--- src/spwd_pkg.sv ---
package spwd_pkg;
  // Register indices; byte address is four times the index
  localparam logic [7:0] IDX_WAKE_STATUS = 8'hb3;
  localparam logic [7:0] IDX_DELAY_TIME = 8'hb8;
  localparam logic [7:0] IDX_CTRL = 8'hd0;
  localparam logic [7:0] IDX_IRQ_STATUS = 8'hd1;
  localparam logic [7:0] IDX_IRQ_MASK = 8'hd2;
  // Status bit positions, shared by interrupt status and mask
  localparam int BIT_RX1 = 0;
  localparam int BIT_RX2 = 1;
  localparam int BIT_BUTTON = 2;
  localparam int BIT_RING = 3;
  localparam int BIT_CIR = 5;
  localparam int BIT_OFF_DONE = 6;
  // Control register fields
  localparam int BIT_DELAY_SEL = 6;
  localparam int BIT_OFF_EN = 7;
  localparam int BIT_PWR_STATE = 4;
  localparam int BIT_COUNTING = 2;
  // Implemented bit masks
  localparam logic [7:0] STATUS_MASK = 8'h2f;
  localparam logic [7:0] DELAY_MASK = 8'h3f;
  localparam logic [7:0] CTRL_WR_MASK = 8'heb;
  localparam logic [7:0] IRQ_MASK_BITS = 8'h6f;
  // Reset values
  localparam logic [7:0] STATUS_RESET = 8'h00;
  localparam logic [5:0] DELAY_RESET = 6'h00;
  localparam logic [7:0] CTRL_RESET = 8'h80;
  localparam logic [7:0] IRQ_RESET = 8'h00;
  // Delay timing
  localparam int CLK_HZ = 40_000_000;
  localparam int DELAY_STEP_MS = 500;
  localparam int DELAY_STEP_CYCLES = DELAY_STEP_MS * (CLK_HZ / 1000);
  // Number of synchronised input pins
  localparam int PIN_COUNT = 5;

  // Pin bundle, raw from outside
  typedef struct packed {
    logic buttonN;
    logic cirWake;
    logic ringN;
    logic rx2;
    logic rx1;
  } spwd_pins_t;

  // Shutdown delay state machine
  typedef enum logic [1:0] {
    ST_IDLE = 2'b00,
    ST_COUNT = 2'b01,
    ST_DONE = 2'b11
  } spwd_state_t;
endpackage : spwd_pkg

--- src/spwd_wake_delay.sv ---
// Notes on behaviour
// - First serial receive pin falling edge sets status bit 0 until read.
// - Second serial receive pin falling edge sets status bit 1 until read.
// - Phone-line indicator event sets status bit 3; enabled, it requests power.
// - Infrared wake event sets status bit 5; enabled, it requests power.
// - Button press sets status bit 2; that latch never raises the power request.
// - Status bit reads one after its event, zero since last clear.
// - Receive, phone and infrared bits are edge latched, held until cleared.
// - Shutdown delay spans 500 ms to 32 s.
// - Field N gives (N+1) times 500 ms, at most 10 ms longer.
// - Delay register resets to the 500 ms setting.
// - Delay starts on button press only with shutdown and delay select enabled.
// - Wake-enable bit set lets its event raise the power request; clear blocks.
// - Button shutdown enable defaults to one after reset.
//
// Implementation choice: the Wishbone interface to the registers.
`timescale 1ns/1ps
module spwd_wake_delay #(
  parameter int unsigned STEP_CYCLES = spwd_pkg::DELAY_STEP_CYCLES
) (
  input wire logic ref_clk, // 40 MHz clock
  input wire logic rst, // Synchronous reset, active high
  input wire logic [9:0] wb_adr_i, // Byte address
  input wire logic [31:0] wb_dat_i, // Write data
  output logic [31:0] wb_dat_o, // Read data
  input wire logic wb_we_i, // Write enable
  input wire logic [3:0] wb_sel_i, // Byte lanes
  input wire logic wb_cyc_i, // Cycle
  input wire logic wb_stb_i, // Strobe
  output logic wb_ack_o, // Acknowledge
  input wire spwd_pkg::spwd_pins_t pinsIn, // Raw wake pins
  output logic powerRequestOutN, // Power request, active low
  output logic shutdownPulse, // One cycle at delay expiry
  output logic irq // Level interrupt
);

  localparam int TW = (STEP_CYCLES > 1) ? $clog2(STEP_CYCLES) : 1;

  // Synchroniser and edge detection stages
  logic [spwd_pkg::PIN_COUNT-1:0] meta_q, meta_d, sync_q, sync_d, prev_q, prev_d;
  logic [spwd_pkg::PIN_COUNT-1:0] fellEdge, roseEdge;
  logic rx1Edge, rx2Edge, ringEdge, cirEdge, btnEdge;

  // Register state
  logic [7:0] status_q, status_d;
  logic [5:0] delay_q, delay_d;
  logic [7:0] ctrl_q, ctrl_d;
  logic [7:0] irqSts_q, irqSts_d;
  logic [7:0] irqMask_q, irqMask_d;
  logic powerOn_q, powerOn_d;

  // Bus state
  logic ack_q, ack_d;
  logic [31:0] rdat_q, rdat_d;

  // Delay engine state
  spwd_pkg::spwd_state_t state_q, state_d;
  logic [TW-1:0] tick_q, tick_d;
  logic [5:0] step_q, step_d;
  logic [5:0] target_q, target_d;
  logic offDone;

  // Decoded bus strobes
  logic access, wrAcc, rdAcc;
  logic [7:0] idx;
  logic [7:0] wbyte;
  logic [7:0] events;
  logic [7:0] rdByte;

  // Two flops per pin, third flop for edge detection
  always_comb begin
    meta_d = pinsIn;
    sync_d = meta_q;
    prev_d = sync_q;
  end

  always_ff @(posedge ref_clk) begin
    if (rst) begin
      meta_q <= '1;
      sync_q <= '1;
      prev_q <= '1;
    end else begin
      meta_q <= meta_d;
      sync_q <= sync_d;
      prev_q <= prev_d;
    end
  end

  // Per-pin edge detectors
  for (genvar g = 0; g < spwd_pkg::PIN_COUNT; g++) begin : g_edge
    assign fellEdge[g] = prev_q[g] & ~sync_q[g];
    assign roseEdge[g] = ~prev_q[g] & sync_q[g];
  end

  assign rx1Edge = fellEdge[0];
  assign rx2Edge = fellEdge[1];
  assign ringEdge = fellEdge[2];
  assign cirEdge = roseEdge[3];
  assign btnEdge = fellEdge[4];

  // Bus decode: one cycle answer on the byte lane zero
  assign access = wb_cyc_i & wb_stb_i & ~ack_q;
  assign idx = wb_adr_i[9:2];
  assign wrAcc = access & wb_we_i & wb_sel_i[0];
  assign rdAcc = access & ~wb_we_i;
  assign wbyte = wb_dat_i[7:0];

  // Read data mux
  always_comb begin
    unique case (idx)
      spwd_pkg::IDX_WAKE_STATUS: rdByte = status_q & spwd_pkg::STATUS_MASK;
      spwd_pkg::IDX_DELAY_TIME: rdByte = {2'h0, delay_q};
      spwd_pkg::IDX_CTRL: begin
        rdByte = ctrl_q & spwd_pkg::CTRL_WR_MASK;
        rdByte[spwd_pkg::BIT_PWR_STATE] = powerOn_q;
        rdByte[spwd_pkg::BIT_COUNTING] = (state_q == spwd_pkg::ST_COUNT);
      end
      spwd_pkg::IDX_IRQ_STATUS: rdByte = irqSts_q;
      spwd_pkg::IDX_IRQ_MASK: rdByte = irqMask_q;
      default: rdByte = 8'h00;
    endcase
  end

  // Bus answer
  always_comb begin
    ack_d = access;
    rdat_d = rdat_q;
    if (rdAcc) begin
      rdat_d = {24'h000000, rdByte};
    end
  end

  always_ff @(posedge ref_clk) begin
    if (rst) begin
      ack_q <= 1'b0;
      rdat_q <= 32'h00000000;
    end else begin
      ack_q <= ack_d;
      rdat_q <= rdat_d;
    end
  end

  assign wb_ack_o = ack_q;
  assign wb_dat_o = rdat_q;

  // Hardware events in status layout
  always_comb begin
    events = 8'h00;
    events[spwd_pkg::BIT_RX1] = rx1Edge;
    events[spwd_pkg::BIT_RX2] = rx2Edge;
    events[spwd_pkg::BIT_BUTTON] = btnEdge;
    events[spwd_pkg::BIT_RING] = ringEdge;
    events[spwd_pkg::BIT_CIR] = cirEdge;
    events[spwd_pkg::BIT_OFF_DONE] = offDone;
  end

  // Register file next state
  always_comb begin
    status_d = status_q;
    delay_d = delay_q;
    ctrl_d = ctrl_q;
    irqSts_d = irqSts_q;
    irqMask_d = irqMask_q;
    if (rdAcc && idx == spwd_pkg::IDX_WAKE_STATUS) begin
      status_d = 8'h00;
    end
    status_d = (status_d | events) & spwd_pkg::STATUS_MASK;
    if (wrAcc) begin
      unique case (idx)
        spwd_pkg::IDX_DELAY_TIME: delay_d = wbyte[5:0];
        spwd_pkg::IDX_CTRL: ctrl_d = wbyte & spwd_pkg::CTRL_WR_MASK;
        spwd_pkg::IDX_IRQ_STATUS: irqSts_d = irqSts_q & ~wbyte;
        spwd_pkg::IDX_IRQ_MASK: irqMask_d = wbyte & spwd_pkg::IRQ_MASK_BITS;
        default: ;
      endcase
    end
    // Interrupt set wins over write-one clear
    irqSts_d = (irqSts_d | events) & spwd_pkg::IRQ_MASK_BITS;
  end

  always_ff @(posedge ref_clk) begin
    if (rst) begin
      status_q <= spwd_pkg::STATUS_RESET;
      delay_q <= spwd_pkg::DELAY_RESET;
      ctrl_q <= spwd_pkg::CTRL_RESET;
      irqSts_q <= spwd_pkg::IRQ_RESET;
      irqMask_q <= spwd_pkg::IRQ_RESET;
    end else begin
      status_q <= status_d;
      delay_q <= delay_d;
      ctrl_q <= ctrl_d;
      irqSts_q <= irqSts_d;
      irqMask_q <= irqMask_d;
    end
  end

  assign irq = |(irqSts_q & irqMask_q);

  // Shutdown delay engine
  always_comb begin
    state_d = state_q;
    tick_d = tick_q;
    step_d = step_q;
    target_d = target_q;
    offDone = 1'b0;
    unique case (state_q)
      spwd_pkg::ST_IDLE: begin
        if (btnEdge && ctrl_q[spwd_pkg::BIT_OFF_EN] && ctrl_q[spwd_pkg::BIT_DELAY_SEL] && powerOn_q) begin
          state_d = spwd_pkg::ST_COUNT;
          tick_d = '0;
          step_d = 6'h00;
          target_d = delay_q;
        end
      end
      spwd_pkg::ST_COUNT: begin
        if (tick_q == TW'(STEP_CYCLES - 1)) begin
          tick_d = '0;
          if (step_q == target_q) begin
            state_d = spwd_pkg::ST_DONE;
          end else begin
            step_d = step_q + 6'h01;
          end
        end else begin
          tick_d = tick_q + TW'(1);
        end
      end
      spwd_pkg::ST_DONE: begin
        offDone = 1'b1;
        state_d = spwd_pkg::ST_IDLE;
      end
      default: state_d = spwd_pkg::ST_IDLE;
    endcase
  end

  always_ff @(posedge ref_clk) begin
    if (rst) begin
      state_q <= spwd_pkg::ST_IDLE;
      tick_q <= '0;
      step_q <= 6'h00;
      target_q <= 6'h00;
    end else begin
      state_q <= state_d;
      tick_q <= tick_d;
      step_q <= step_d;
      target_q <= target_d;
    end
  end

  // Power request: enabled wake edges raise it, delay expiry drops it
  always_comb begin
    powerOn_d = powerOn_q;
    if (offDone) begin
      powerOn_d = 1'b0;
    end
    // gated by wake enables; button latch not used
    if ((events & ctrl_q & spwd_pkg::STATUS_MASK & ~8'h04) != 8'h00) begin
      powerOn_d = 1'b1;
    end
  end

  always_ff @(posedge ref_clk) begin
    if (rst) begin
      powerOn_q <= 1'b0;
    end else begin
      powerOn_q <= powerOn_d;
    end
  end

  assign powerRequestOutN = ~powerOn_q;
  assign shutdownPulse = offDone;

  // Helper: cycles spent counting
  logic [31:0] elapsed_q;
  always_ff @(posedge ref_clk) begin
    if (rst || state_q != spwd_pkg::ST_COUNT) begin
      elapsed_q <= 32'h00000000;
    end else begin
      elapsed_q <= elapsed_q + 32'h00000001;
    end
  end
endmodule : spwd_wake_delay

--- config.mk ---
export PLATFORM = sky130hd
export DESIGN_NAME = spwd_wake_delay
export DESIGN_NICKNAME = d
export VERILOG_FILES = /design/src/spwd_pkg.sv /design/src/spwd_wake_delay.sv
export SDC_FILE = /design/constraint.sdc
export NUM_CORES = 1
export LEC_CHECK = 0
export ABC_AREA = 1
export BUFFER_PORTS_ARGS = -buffer_cell sky130_fd_sc_hd__buf_2
export CORE_UTILIZATION = 55
export DETAILED_ROUTE_END_ITERATION = 6
export PLACE_DENSITY_LB_ADDON = 0.2
export SETUP_SLACK_MARGIN = 0.15
export SLEW_MARGIN = 20
export SYNTH_ARGS = -nofsm -noshare
export SYNTH_HDL_FRONTEND = slang
export SYNTH_SLANG_ARGS = --single-unit
--- constraint.sdc ---
create_clock -name ref_clk -period 1.65 [get_ports ref_clk]
set_input_delay 0.0825 -clock ref_clk [delete_from_list [all_inputs] [get_ports ref_clk]]
set_output_delay 0.0825 -clock ref_clk [all_outputs]
set_load 0.01 [all_outputs]
==> results.toml <==
[synth]
synth_fa_ha_area_share_pct = 0.547
avgSynthCellArea_um2 = 6.92
synth_xor_area_share_pct = 1.53
synth_area_mm2 = 0.00458
ys_ff_latch = 93
ys_seq_area_share_pct = 40.7
syn_inst = 661
synthSimpleGateAreaFrac_pct = 35.0
synth_mux_area_share_pct = 0
ys_types = 36
yosysWarnings = 0
synth-compound-area-share_pct = 10.9
synth_top_family_by_area = "simple AND/OR/NAND/NOR gates"

[sta]
max_freq_mhz = 683
hold_viol = 0
period_share_pct = 88.8
rsz0062_at_grt = "true"
drv_slew = 0
fin_skew_ps = 14.3
setup_violations = 0
tns_ps = 0
worst_slack_ps = 185
min_period_ps = 1470

[global_routing]
grt_max_degree = 41
grt_overflow_total = 0
grt_pass1_wl_mm = 18.6
grt_usage_pct = 27.1
grt_pass1_vias = 4157
grt_antenna_before_repair = 0

[route]
drc_errors = 0
ant_nets = 0
drt-total-wl_mm = 11.4
viasPerCell = 5.38
dr_total_vias = 4467
avgRoutedWirePerCell_um = 13.7
firstDrtPassIters = 5
drtIter0Drc = 357

[die]
row_count = 32
core_mm2 = 0.00789
die_w_um = 93.2
die_y_um = 93.2
pin_count = 92
initial_core_util_pct = 58.0
die-area_mm2 = 0.00869

[critical_path]
startpoint_type = "flop"
critPathMaxFanout = 8
arrival_ps = 1770
worstPathRequired_ps = 1950
crit_path_end_kind = "flop"
r2r_slack_ps = 180
worstSetupPathType = "flop to flop"

[clock_network]
cts_buffers = 9
path_clk_slew_ps = 90
cts_htree_levels = 3
cts_root_buf = "clkbuf_8"
clock_latency_ps = 360
clock-sinks = 93
cts_max_path_buffers = 2
cts_tree = "done"

[power]
power_density_mw_per_mm2 = 739
power_mw = 4.00
ir_worst_vdd_uv = 596
p_leak_nw = 2.20

[cells_and_area]
synthToLayoutAreaGrowth_pct = 18.3
multi_input_area_mm2 = 0.00247
nets = 781
finalNonFillerCells = 830
seq_area_mm2 = 0.00189
utilization_pct = 68.7
n_antenna_cell = 0
nFillCells = 654
drive_above_1_share_pct = 24.7

[flow_run]
maxCapViolations = 0

[placed_design]
dp_hpwl_mm = 7.86
port_buffers = 38
place_congestion = 0.968
post-place-ws_ps = -116
place_inst = 800

[outcome]
run_status = "finished, final reports clean"

[worst_hold_path]
min_path_type = "input port to flop"
logic make-up (layout without fill, tap and decap cells):
family	Yosys count	count (layout)
buffers and inverters	106	149
XOR/XNOR	8	8
adder cells (fa/ha/maj)	2	2
other	1	24
AO/OA/AOI/OAI	96	96
flip-flops	93	93
AND/OR/NAND/NOR	355	356
report_power, final:
part	switching [mW]	leakage [nW]	total [mW]	internal (mW)
registers	0.0174	0.765	2.29	2.27
logic	0.152	1.33	0.236	0.0843
clock network	0.830	0.0961	1.47	0.644
cells in the final DEF (no fill, tap or decap), drive strengths merged, types with 8 or more instances in the layout:
cell type / Yosys / final
nand2: 177 / 178
dfxtp: 93 / 93
nand3: 78 / 78
nor2: 67 / 67
inv: 63 / 63
buf: 34 / 63
a21oi: 62 / 62
o21ai: 30 / 30
conb: 1 / 24
or2: 13 / 13
clkbuf: 9 / 11
nand4: 9 / 9
nor3: 8 / 8
metal layers:
layer	vias up	global-route usage (%)	share of wire (%)
li1	2210	-	-
met1	2058	35.3	44
met2	178	44.4	47
met3	21	4.55	7.1
met4	0	11.2	1.8
met5	-	0	0
critical path, cell delays in order, from the launching register on:
cell,delay [ps]
dfxtp_2,370
ha_4,160
nand3_4,70
inv_2,70
nand2_4,70
nor2_4,170
nand2_4,110
nand2_8,130
buf_4,120
and3_1,130
synth_stat cells, drive strengths merged:
cell	count	area (µm²)
nand2	177	684
dfxtp	93	1860
nand3	78	413
nor2	67	284
inv	63	236
a21oi	62	318
buf	34	246
o21ai	30	150
or2	13	81.3
clkbuf	9	33.8
nand4	9	56.3
nor3	8	60.1
xnor2	4	35.0
xor2	4	35.0
ha	2	25.0
a221oi	1	8.76
a31oi	1	6.26
and3	1	6.26
conb	1	3.75
nand3b	1	7.51
nor3b	1	7.51
o2111ai	1	8.76
o211ai	1	7.51
per-stage QoR:
step	hold WS, ps	instance area [µm²]
after floorplan	163	4660
after global placement	266	4870
after CTS	5.82	5230
after detailed placement	267	4870
after global routing	4.35	5420
final	18.8	5420
worst paths after layout:
| path | start | endpoint | cells after the start |
|---|---|---|---|
| setup / recovery | tick_q[0]$_SDFFE_PP0P_ | state_q[1]$_SDFFE_PP0P_ | 9 |
| hold / removal | wb_dat_i[6] | irqSts_q[6]$_SDFF_PP0_ | 4 |
| setup reg to reg | tick_q[0]$_SDFFE_PP0P_ | state_q[1]$_SDFFE_PP0P_ | 9 |
| hold reg to reg | meta_q[2]$_SDFF_PP1_ | prev_d[2]$_SDFF_PP1_ | 1 |
layout make-up:
| cell class | count | area share, % |
|---|---|---|
| clock inverters | 5 | 0.786 |
| inverters | 63 | 4.46 |
| clock buffers | 11 | 2.80 |
| multi-input cells | 486 | 45.7 |
| repair buffers | 70 | 9.01 |
| well taps | 102 | 2.36 |
| flip-flops and latches | 93 | 34.9 |
repair_timing:
item | CTS | global route
hold buffers | 7 | 0
endpoints found under the setup margin | 24 | 53
pin swaps | 2 | 12
endpoints found under the hold margin | 7 | 0
gates resized for setup | 12 | 61
cloned | 1 | 0
setup buffers | 5 | 1
flip-flops by register name, indices dropped and copies added, names as in the netlist:
| name | cells |
|---|---|
| wb_ack_o | 1 |
| step_q | 6 |
| irqSts_q | 6 |
| wb_dat_o | 8 |
| ctrl_q | 6 |
| prev_q | 5 |
| prev_d | 5 |
| meta_q | 5 |
| irqMask_q | 6 |
| powerOn_q | 1 |
| target_q | 6 |
| tick_q | 25 |
| status_q | 5 |
| delay_q | 6 |
| state_q | 2 |
(Power assumes the default switching activity.)
